==> src/dbap_pkg.sv <==
// constants and types of the debug-port access layer
// Function
// - programming may start only once the programming-ready flag reads one.
// - unlocked device lets the port write memory directly.
// - locked user-row session: key, reset pulse, then poll busy flag for one.
// - user-row writes accepted only at the first 32 byte addresses.
// - buffered bytes copy into the user row one-to-one on completion.
// - busy flag clears to zero when the copy has finished.
// - in user-row mode, no read-back; only first 32 bytes writable.
// - each detected sync-character rising edge emits an event; no disable.
// - link-side logic stays clocked in every sleep mode while enabled.
// - with the processor clock stopped, no system bus access.
// - sleeping flag reads set in idle sleep or any deeper mode.
// - keep-clock bit set keeps system clock on, so bus access works.
// - keep-clock bit resets to one.
// - registers reached only through the port; two groups of offsets.
// - writing 0x59 asserts system reset; other values release it.
// - 64-bit key signatures, least significant byte first.
// - key flag reads one while active, clears when programming ends.
package dbap_pkg;
    // ************************************************************
    // register offsets
    // ************************************************************
    localparam logic [3:0] ADDR_REV = 4'h0;
    localparam logic [3:0] ADDR_ERR = 4'h1;
    localparam logic [3:0] ADDR_CTRLP = 4'h2;
    localparam logic [3:0] ADDR_CTRLS = 4'h3;
    localparam logic [3:0] ADDR_KEYST = 4'h7;
    localparam logic [3:0] ADDR_RSTREQ = 4'h8;
    localparam logic [3:0] ADDR_CLKCTL = 4'h9;
    localparam logic [3:0] ADDR_SYSCTL = 4'ha;
    localparam logic [3:0] ADDR_SYSST = 4'hb;
    localparam logic [3:0] ADDR_CRC = 4'hc;
    // ************************************************************
    // values and field positions
    // ************************************************************
    localparam logic [7:0] RSTREQ_SIG = 8'h59;
    localparam logic [1:0] CLKCTL_RST = 2'h2;
    localparam logic [3:0] REV_DEFAULT = 4'h3; // arbitrary value
    localparam logic [63:0] KEY_NVM = 64'h4e564d50726f6720;
    localparam logic [63:0] KEY_UROW = 64'h4e564d5573267465;
    localparam int UROW_BYTES = 32;
    localparam logic [1:0] SLEEP_IDLE = 2'h1;
    localparam int KEY_UROW_BIT = 5;
    localparam int KEY_NVM_BIT = 4;
    localparam int SYS_RST_BIT = 5;
    localparam int SYS_SLEEP_BIT = 4;
    localparam int SYS_NVM_BIT = 3;
    localparam int SYS_UROW_BIT = 2;
    localparam int SYS_LOCK_BIT = 0;
    localparam int SYSCTL_COMMIT_BIT = 1;
    localparam int SYSCTL_KEEP_BIT = 0;
    localparam int CTRLS_DIS_BIT = 2;
    localparam int REV_LSB = 4;
    // ************************************************************
    // user-row session states
    // ************************************************************
    typedef enum logic [3:0] {
        UR_IDLE = 4'b0001,
        UR_OPEN = 4'b0010,
        UR_COPY = 4'b0100,
        UR_DONE = 4'b1000
    } dbap_ur_t;
endpackage

==> src/dbap_access_layer.sv <==
// access-layer registers, key sequences, user-row buffer and sync event
module dbap_access_layer
    import dbap_pkg::*;
#(
    parameter int NBYTES = UROW_BYTES
)(
    // clock and reset
    input wire logic i_mclk,
    input wire logic i_reset_n,
    // register access from the link layer
    input wire logic i_reg_wr,
    input wire logic i_reg_rd,
    input wire logic [3:0] i_reg_addr,
    input wire logic [7:0] i_reg_wdata,
    output logic [7:0] o_reg_rdata,
    // key, error code and sync status from the link layer
    input wire logic i_key_valid,
    input wire logic [63:0] i_key_data,
    input wire logic [2:0] i_phy_err,
    input wire logic i_sync_active,
    // memory access requests from the link layer
    input wire logic i_acc_req,
    input wire logic i_acc_wr,
    input wire logic [15:0] i_acc_addr,
    input wire logic [7:0] i_acc_wdata,
    output logic o_acc_done,
    output logic o_acc_refused,
    output logic [7:0] o_acc_rdata,
    // system bus
    output logic o_bus_wr,
    output logic o_bus_rd,
    output logic [15:0] o_bus_addr,
    output logic [7:0] o_bus_wdata,
    input wire logic [7:0] i_bus_rdata,
    // user-row copy port
    output logic o_urow_wr,
    output logic [$clog2(NBYTES)-1:0] o_urow_addr,
    output logic [7:0] o_urow_data,
    // system side levels, asynchronous
    input wire logic i_lock_status,
    input wire logic [1:0] i_sleep_level,
    input wire logic i_cpu_clk_stopped,
    input wire logic [2:0] i_crc_status,
    input wire logic i_link_rx,
    // system control outputs
    output logic o_sys_reset,
    output logic o_keep_clock,
    output logic o_link_clk_req,
    output logic [7:0] o_ctrl_primary,
    output logic [7:0] o_ctrl_secondary,
    output logic [1:0] o_clk_sel,
    output logic o_sync_event
);
    localparam int AW = $clog2(NBYTES);

    generate
        if (NBYTES < 2 || NBYTES > 256 || (1 << AW) != NBYTES)
        begin : g_bad
            $error("NBYTES must be a power of two from 2 to 256");
        end
    endgenerate

    // ************************************************************
    // state
    // ************************************************************
    typedef struct packed {
        logic [8:0] sync1;
        logic [8:0] sync2;
        logic rx_prev;
        logic sync_event;
        logic [7:0] ctrlp;
        logic [7:0] ctrls;
        logic link_req;
        logic [1:0] clkctl;
        logic keep_clk;
        logic [2:0] err;
        logic rst_active;
        logic key_nvm;
        logic key_urow;
        logic nvm_ready;
        dbap_ur_t ur;
        logic [AW-1:0] idx;
        logic [NBYTES-1:0][7:0] ubuf;
        logic [7:0] reg_rdata;
        logic bus_wr;
        logic bus_rd;
        logic [15:0] bus_addr;
        logic [7:0] bus_wdata;
        logic pend;
        logic pend_ref;
        logic acc_done;
        logic acc_refused;
        logic [7:0] acc_rdata;
        logic urow_wr;
        logic [AW-1:0] urow_addr;
        logic [7:0] urow_data;
    } dbap_state_t;

    dbap_state_t st_reg;
    dbap_state_t st_next;

    // synchronised view: {crc[2:0], rx, clk stopped, sleep[1:0], lock, pad}
    logic s_lock;
    logic [1:0] s_sleep;
    logic s_clkoff;
    logic s_rx;
    logic [2:0] s_crc;
    logic sleeping;
    logic busy;
    logic wr_rst;
    logic release_rst;
    logic take;
    logic [7:0] rd_mux;

    assign s_lock = st_reg.sync2[1];
    assign s_sleep = st_reg.sync2[3:2];
    assign s_clkoff = st_reg.sync2[4];
    assign s_rx = st_reg.sync2[5];
    assign s_crc = st_reg.sync2[8:6];
    assign sleeping = (s_sleep >= SLEEP_IDLE);
    assign busy = (st_reg.ur == UR_OPEN) || (st_reg.ur == UR_COPY);
    assign wr_rst = i_reg_wr && (i_reg_addr == ADDR_RSTREQ);
    assign release_rst = wr_rst && st_reg.rst_active
        && (i_reg_wdata != RSTREQ_SIG);
    assign take = i_acc_req && !st_reg.pend && !st_reg.acc_done;

    // ************************************************************
    // register read mux
    // ************************************************************
    always_comb
    begin
        rd_mux = 8'h00;
        case (i_reg_addr)
            ADDR_REV: rd_mux = {REV_DEFAULT, 4'h0};
            ADDR_ERR: rd_mux = {5'h00, st_reg.err};
            ADDR_CTRLP: rd_mux = st_reg.ctrlp;
            ADDR_CTRLS: rd_mux = st_reg.ctrls;
            ADDR_KEYST:
            begin
                rd_mux[KEY_UROW_BIT] = st_reg.key_urow;
                rd_mux[KEY_NVM_BIT] = st_reg.key_nvm;
            end
            ADDR_RSTREQ: rd_mux = {7'h00, st_reg.rst_active};
            ADDR_CLKCTL: rd_mux = {6'h00, st_reg.clkctl};
            ADDR_SYSCTL: rd_mux = {7'h00, st_reg.keep_clk};
            ADDR_SYSST:
            begin
                rd_mux[SYS_RST_BIT] = st_reg.rst_active;
                rd_mux[SYS_SLEEP_BIT] = sleeping;
                rd_mux[SYS_NVM_BIT] = st_reg.nvm_ready;
                rd_mux[SYS_UROW_BIT] = busy;
                rd_mux[SYS_LOCK_BIT] = s_lock;
            end
            ADDR_CRC: rd_mux = {5'h00, s_crc};
            default: rd_mux = 8'h00;
        endcase
    end

    // ************************************************************
    // next state
    // ************************************************************
    always_comb
    begin
        st_next = st_reg;
        st_next.sync1 = {i_crc_status, i_link_rx, i_cpu_clk_stopped,
            i_sleep_level, i_lock_status, 1'b0};
        st_next.sync2 = st_reg.sync1;
        st_next.rx_prev = s_rx;
        // event on each rising edge during sync, no disable
        st_next.sync_event = i_sync_active && s_rx && !st_reg.rx_prev;
        st_next.bus_wr = 1'b0;
        st_next.bus_rd = 1'b0;
        st_next.acc_done = 1'b0;
        st_next.urow_wr = 1'b0;
        if (i_reg_rd)
        begin
            st_next.reg_rdata = rd_mux;
        end
        // error code: a new error wins over the read clear
        if (i_phy_err != 3'h0)
        begin
            st_next.err = i_phy_err;
        end
        else if (i_reg_rd && i_reg_addr == ADDR_ERR)
        begin
            st_next.err = 3'h0;
        end
        if (i_reg_wr)
        begin
            case (i_reg_addr)
                ADDR_CTRLP: st_next.ctrlp = i_reg_wdata;
                ADDR_CTRLS: st_next.ctrls = i_reg_wdata;
                ADDR_CLKCTL: st_next.clkctl = i_reg_wdata[1:0];
                ADDR_SYSCTL:
                    st_next.keep_clk = i_reg_wdata[SYSCTL_KEEP_BIT];
                default: st_next.ctrlp = st_next.ctrlp;
            endcase
        end
        st_next.link_req = !st_next.ctrls[CTRLS_DIS_BIT];
        if (wr_rst)
        begin
            st_next.rst_active = (i_reg_wdata == RSTREQ_SIG);
        end
        if (i_key_valid && i_key_data == KEY_NVM)
        begin
            st_next.key_nvm = 1'b1;
        end
        if (i_key_valid && i_key_data == KEY_UROW)
        begin
            st_next.key_urow = 1'b1;
        end
        // programming: first release opens, second release ends
        if (release_rst)
        begin
            if (st_reg.nvm_ready)
            begin
                st_next.nvm_ready = 1'b0;
                st_next.key_nvm = 1'b0;
            end
            else if (st_reg.key_nvm && !s_lock)
            begin
                st_next.nvm_ready = 1'b1;
            end
        end
        // ********************************************************
        // user-row session
        // ********************************************************
        case (st_reg.ur)
            UR_IDLE:
                if (release_rst && st_reg.key_urow && s_lock)
                begin
                    st_next.ur = UR_OPEN;
                    st_next.ubuf = '0;
                end
            UR_OPEN:
                if (i_reg_wr && i_reg_addr == ADDR_SYSCTL
                    && i_reg_wdata[SYSCTL_COMMIT_BIT])
                begin
                    st_next.ur = UR_COPY;
                    st_next.idx = '0;
                end
            UR_COPY:
            begin
                st_next.urow_wr = 1'b1;
                st_next.urow_addr = st_reg.idx;
                st_next.urow_data = st_reg.ubuf[st_reg.idx];
                st_next.idx = st_reg.idx + 1'b1;
                if (st_reg.idx == AW'(NBYTES - 1))
                begin
                    st_next.ur = UR_DONE;
                end
            end
            UR_DONE: st_next.ur = UR_DONE;
            default: st_next.ur = UR_IDLE;
        endcase
        if (i_reg_wr && i_reg_addr == ADDR_KEYST
            && i_reg_wdata[KEY_UROW_BIT])
        begin
            st_next.key_urow = 1'b0;
            st_next.ur = UR_IDLE;
        end
        // port disable drops every key
        if (st_reg.ctrls[CTRLS_DIS_BIT])
        begin
            st_next.key_nvm = 1'b0;
            st_next.key_urow = 1'b0;
            st_next.nvm_ready = 1'b0;
            st_next.ur = UR_IDLE;
        end
        // ********************************************************
        // memory access: take, strobe, answer
        // ********************************************************
        if (take)
        begin
            st_next.pend = 1'b1;
            st_next.pend_ref = 1'b0;
            if (st_reg.rst_active || (s_clkoff && !st_reg.keep_clk))
            begin
                st_next.pend_ref = 1'b1;
            end
            else if (st_reg.ur == UR_OPEN)
            begin
                if (i_acc_wr && i_acc_addr < 16'(NBYTES))
                begin
                    st_next.ubuf[i_acc_addr[AW-1:0]] = i_acc_wdata;
                end
                else
                begin
                    st_next.pend_ref = 1'b1;
                end
            end
            else if (st_reg.ur == UR_COPY || s_lock)
            begin
                st_next.pend_ref = 1'b1;
            end
            else
            begin
                st_next.bus_wr = i_acc_wr;
                st_next.bus_rd = !i_acc_wr;
                st_next.bus_addr = i_acc_addr;
                st_next.bus_wdata = i_acc_wdata;
            end
        end
        if (st_reg.pend)
        begin
            st_next.pend = 1'b0;
            st_next.acc_done = 1'b1;
            st_next.acc_refused = st_reg.pend_ref;
            st_next.acc_rdata = st_reg.bus_rd ? i_bus_rdata : 8'h00;
        end
    end

    always_ff @(posedge i_mclk or negedge i_reset_n)
    begin
        if (!i_reset_n)
        begin
            st_reg <= '0;
            st_reg.ur <= UR_IDLE;
            st_reg.clkctl <= CLKCTL_RST;
            st_reg.keep_clk <= 1'b1;
            st_reg.link_req <= 1'b1;
            // link line idles high, so no false edge after reset
            st_reg.sync1[5] <= 1'b1;
            st_reg.sync2[5] <= 1'b1;
            st_reg.rx_prev <= 1'b1;
        end
        else
        begin
            st_reg <= st_next;
        end
    end

    // ************************************************************
    // outputs
    // ************************************************************
    assign o_reg_rdata = st_reg.reg_rdata;
    assign o_acc_done = st_reg.acc_done;
    assign o_acc_refused = st_reg.acc_refused;
    assign o_acc_rdata = st_reg.acc_rdata;
    assign o_bus_wr = st_reg.bus_wr;
    assign o_bus_rd = st_reg.bus_rd;
    assign o_bus_addr = st_reg.bus_addr;
    assign o_bus_wdata = st_reg.bus_wdata;
    assign o_urow_wr = st_reg.urow_wr;
    assign o_urow_addr = st_reg.urow_addr;
    assign o_urow_data = st_reg.urow_data;
    assign o_sys_reset = st_reg.rst_active;
    assign o_keep_clock = st_reg.keep_clk;
    // link clock request stays up through sleep unless disabled
    assign o_link_clk_req = st_reg.link_req;
    assign o_ctrl_primary = st_reg.ctrlp;
    assign o_ctrl_secondary = st_reg.ctrls;
    assign o_clk_sel = st_reg.clkctl;
    assign o_sync_event = st_reg.sync_event;
endmodule // dbap_access_layer

==> config.mk <==
export PLATFORM = sky130hd
export DESIGN_NAME = dbap_access_layer
export DESIGN_NICKNAME = d
export VERILOG_FILES = /design/src/dbap_pkg.sv /design/src/dbap_access_layer.sv
export SDC_FILE = /design/constraint.sdc
export NUM_CORES = 1
export LEC_CHECK = 0
export BUFFER_PORTS_ARGS = -buffer_cell sky130_fd_sc_hd__buf_2
export CORE_MARGIN = 5
export CORE_UTILIZATION = 45
export CTS_CLUSTER_SIZE = 12
export DETAILED_ROUTE_END_ITERATION = 7
export PLACE_DENSITY = 0.73
export SLEW_MARGIN = 20
export SYNTH_ARGS = -nofsm -noshare
export SYNTH_HDL_FRONTEND = slang
export SYNTH_SLANG_ARGS = --single-unit
==> constraint.sdc <==
create_clock -name i_mclk -period 3.34 [get_ports i_mclk]
set_clock_uncertainty 0.15 [all_clocks]
set_input_delay 0.501 -clock i_mclk [delete_from_list [all_inputs] [get_ports i_mclk]]
set_output_delay 0.501 -clock i_mclk [all_outputs]
set_load 0.05 [all_outputs]
==> flow_metrics.tcl <==
set metrics [dict create \
    status "finished, final reports clean" \
    hp-class "primary input to flip-flop" \
    rr_startpoint "st_reg[323]$_DFFE_PN0P_" \
    largest_register_ffs 274 \
    tritoncts "yes" \
    dpl.cell_count 2375 \
    root_buffer "clkbuf_16" \
    netlist_area_mm2 0.01805 \
    synth_top_family_by_area "simple AND/OR/NAND/NOR gates" \
    timing.final.crit_share 0.9865 \
    yosys.area_share.simple 0.1797 \
    std_cell_rows 73 \
    use_met2 0.3627 \
    cp_data_required_time_ns 3.57 \
    path_class "flip-flop to flip-flop" \
    syn2layout_area_growth_pct 13.86 \
    grt_use_met3 0.04465 \
    grt_first_pass_wirelength_um 78140 \
    setup_viol 0 \
    ys.flop_type "dfrtp_1" \
    hold_end "o_acc_rdata[3]$_DFFE_PN0P_" \
    synthTopCellsByCount "nand2_1 (415), dfrtp_1 (363), o21ai_0 (144), o21ai_1 (127), buf_4 (90)" \
    fin_ws_ns 0.04509 \
    max_slew_margin 0.3345 \
    nets 2035 \
    synth_top_area_cell "dfrtp_1" \
    synth_cell_types 69 \
    antenna_found_initial 1 \
    rrSetupSlack_ns 0.05 \
    synth_area_leaders "dfrtp_1 (50%), nand2_1 (8.6%), mux4_2 (5.0%)" \
    synthMuxAreaShare 0.1199 \
    dp_hpwl_um 33110 \
    clockBufferDepth 3 \
    clkSlewWorstSetupHoldPaths_ns 0.06 \
    num_io_pins 207 \
    drive_above_1_share 0.2421 \
    die_h_um 210.3 \
    htree_levels 2 \
    r2r_end "st_reg[166]$_DFF_PN0_" \
    tightest_slew_ns 0.9891 \
    cp_max_fo 16 \
    start_util 0.4543 \
    start_kind "flip-flop" \
    synth_xor_area_frac 0.001941 \
    synth_warnings 0 \
    crit_chain "or4b_4, or4b_2, or4_1, nand3_1, o21ai_1" \
    slew_viol_final 0 \
    viasPerCell 5.703 \
    drc 0 \
    synth_nets 1919 \
    nFillCells 3468 \
    vias 14020 \
    ys_seq_area_frac 0.5134 \
    async_reset_ff_frac 1.000 \
    hold_ws_ns 0.01717 \
    die_x_um 210.3 \
    synth_enable_flop_cells 0 \
    drv_cap 0 \
    pre_cts_slack_ns 0.07077 \
    final_antenna_net_count 0 \
    synth_compound_area_frac 0.1113 \
    hp-start "i_bus_rdata[3]" \
    wire_per_inst_um 20.20 \
    p_per_area_mw_per_mm2 514.0 \
    gr-max-usage-layer "met2" \
    clkSinkCount 370 \
    syn_inst 1790 \
    crit_arrival_ns 3.53 \
    postCtsSetupBuffers 0 \
    io_buffers 206 \
    syn_area_per_cell_um2 10.08 \
    leakage_uw 0.009553 \
    ys_ff_latch 370 \
    met1_usage 0.2868 \
    stdcell_count 2458 \
    core-area_mm2 0.03973 \
    yosys.area_share.adder 0.001386 \
    place_area_mm2 0.01911 \
    grt-ovfl-total 0 \
    crit_path_end_kind "flip-flop" \
    critical_path.max_stage_delay_ns 0.84 \
    postLayoutCellArea_mm2 0.02055 \
    grt_pass1_vias 14110 \
    drt_wl_total_um 49640 \
    diodes 0 \
    period_needed_ns 3.295 \
    synth_top_area_share 0.5032 \
    worstSkewPairLatency_ns 0.54 \
    cts_buffers 40 \
    max_freq_mhz 303.5 \
    die_area_mm2 0.04422 \
    ir_worst_vdd_v 0.0002913 \
    finalCoreUtilization 0.5173 \
    rr_worst_depth 5 \
    hold_depth 3 \
    drt_iter0_markers 1392 \
    gp_congestion 0.9107 \
    finalHoldViolCount 0 \
    drtPass1Iterations 5 \
    crit_path_top_delay_cell "or4_1" \
    track_usage 0.2201 \
    synth_most_common_cell "nand2_1" \
    grt_max_degree 257 \
]
[worst max path at each step]
stage,end,from,slack (ns),cells past startpoint
floorplan,st_reg[299]$_DFF_PN0_,i_acc_addr[14],0.41,8
global placement,st_reg[241]$_DFF_PN0_,st_reg[323]$_DFFE_PN0P_,0.18,6
detailed placement,st_reg[237]$_DFF_PN0_,st_reg[323]$_DFFE_PN0P_,0.07,6
CTS,st_reg[237]$_DFF_PN0_,st_reg[323]$_DFFE_PN0P_,0.04,6
global route,st_reg[166]$_DFF_PN0_,st_reg[323]$_DFFE_PN0P_,-0.0007,5
finish,st_reg[166]$_DFF_PN0_,st_reg[323]$_DFFE_PN0P_,0.05,5
[routing by layer]
metal  vias up  share of wire  wire length (um)
met4         2          0.041              2040
met3       113          0.073              3624
met1      6954           0.40             19910
li1       6409              -                 -
met5         -        0.00026                13
met2       541           0.48             24060
[cell families after synthesis]
group                    count (synthesis)
buffers and inverters                  236
AO/OA/AOI/OAI                          359
adder cells (fa/ha/maj)                  2
flip-flops                             370
XOR/XNOR                                 4
AND/OR/NAND/NOR                        659
multiplexers                           160
[what timing repair did]
item | in CTS | in global routing
resized for setup | 0 | 1
endpoints found under the setup margin | 0 | 8
endpoints found under the hold margin | 70 | 0
hold buffers | 13 | 0
[where the power goes]
part	switching [uW]	total, uW	internal [uW]
Combinational	1040	1420	379
Clock	1770	4350	2580
Sequential	116	4790	4680
[critical path, delay by kind of cell (launching register included)]
kind | cells | cell delay (ns)
compound gates | 1 | 0.10
flops | 1 | 0.46
simple gates | 4 | 2.43
[layout make-up]
type / instances / area, um^2 / area share
Timing Repair Buffer: 285 / 1762 / 0.08571
Clock inverter: 5 / 61.31 / 0.002983
Tap cell: 525 / 656.9 / 0.03196
Clock buffer: 64 / 1224 / 0.05954
Multi-Input combinational cell: 1184 / 7483 / 0.3641
Sequential cell: 370 / 9273 / 0.4511
Inverter: 25 / 93.84 / 0.004566
[layout by cell type (no fill, tap or decap), types with 9 or more instances in the layout]
| cell type | synthesis | final |
|---|---|---|
| a21oi_1 | 15 | 15 |
| a22oi_1 | 19 | 19 |
| a31oi_1 | 12 | 12 |
| buf_2 | 29 | 205 |
| buf_4 | 90 | 59 |
| clkbuf_1 | 66 | 13 |
| clkbuf_16 | 0 | 42 |
| clkbuf_8 | 0 | 9 |
| dfrtp_1 | 363 | 361 |
| dlygate4sd3_1 | 0 | 13 |
| inv_1 | 24 | 24 |
| mux2_2 | 50 | 50 |
| mux2i_1 | 70 | 70 |
| mux4_2 | 40 | 40 |
| nand2_1 | 415 | 415 |
| nand3_1 | 86 | 86 |
| nand4_1 | 12 | 12 |
| nor2_1 | 38 | 38 |
| nor2b_1 | 10 | 10 |
| nor4_4 | 12 | 12 |
| o21ai_0 | 144 | 144 |
| o21ai_1 | 127 | 127 |
[stage by stage]
stage | setup TNS (ns) | total power [uW]
floorplan | 0 | 6011
global placement | 0 | 6267
detailed placement | 0 | 6290
CTS | 0 | 10630
global route | -0.001256 | 10880
finish | 0 | 10560
No activity file was read; power rests on OpenSTA's default activity.
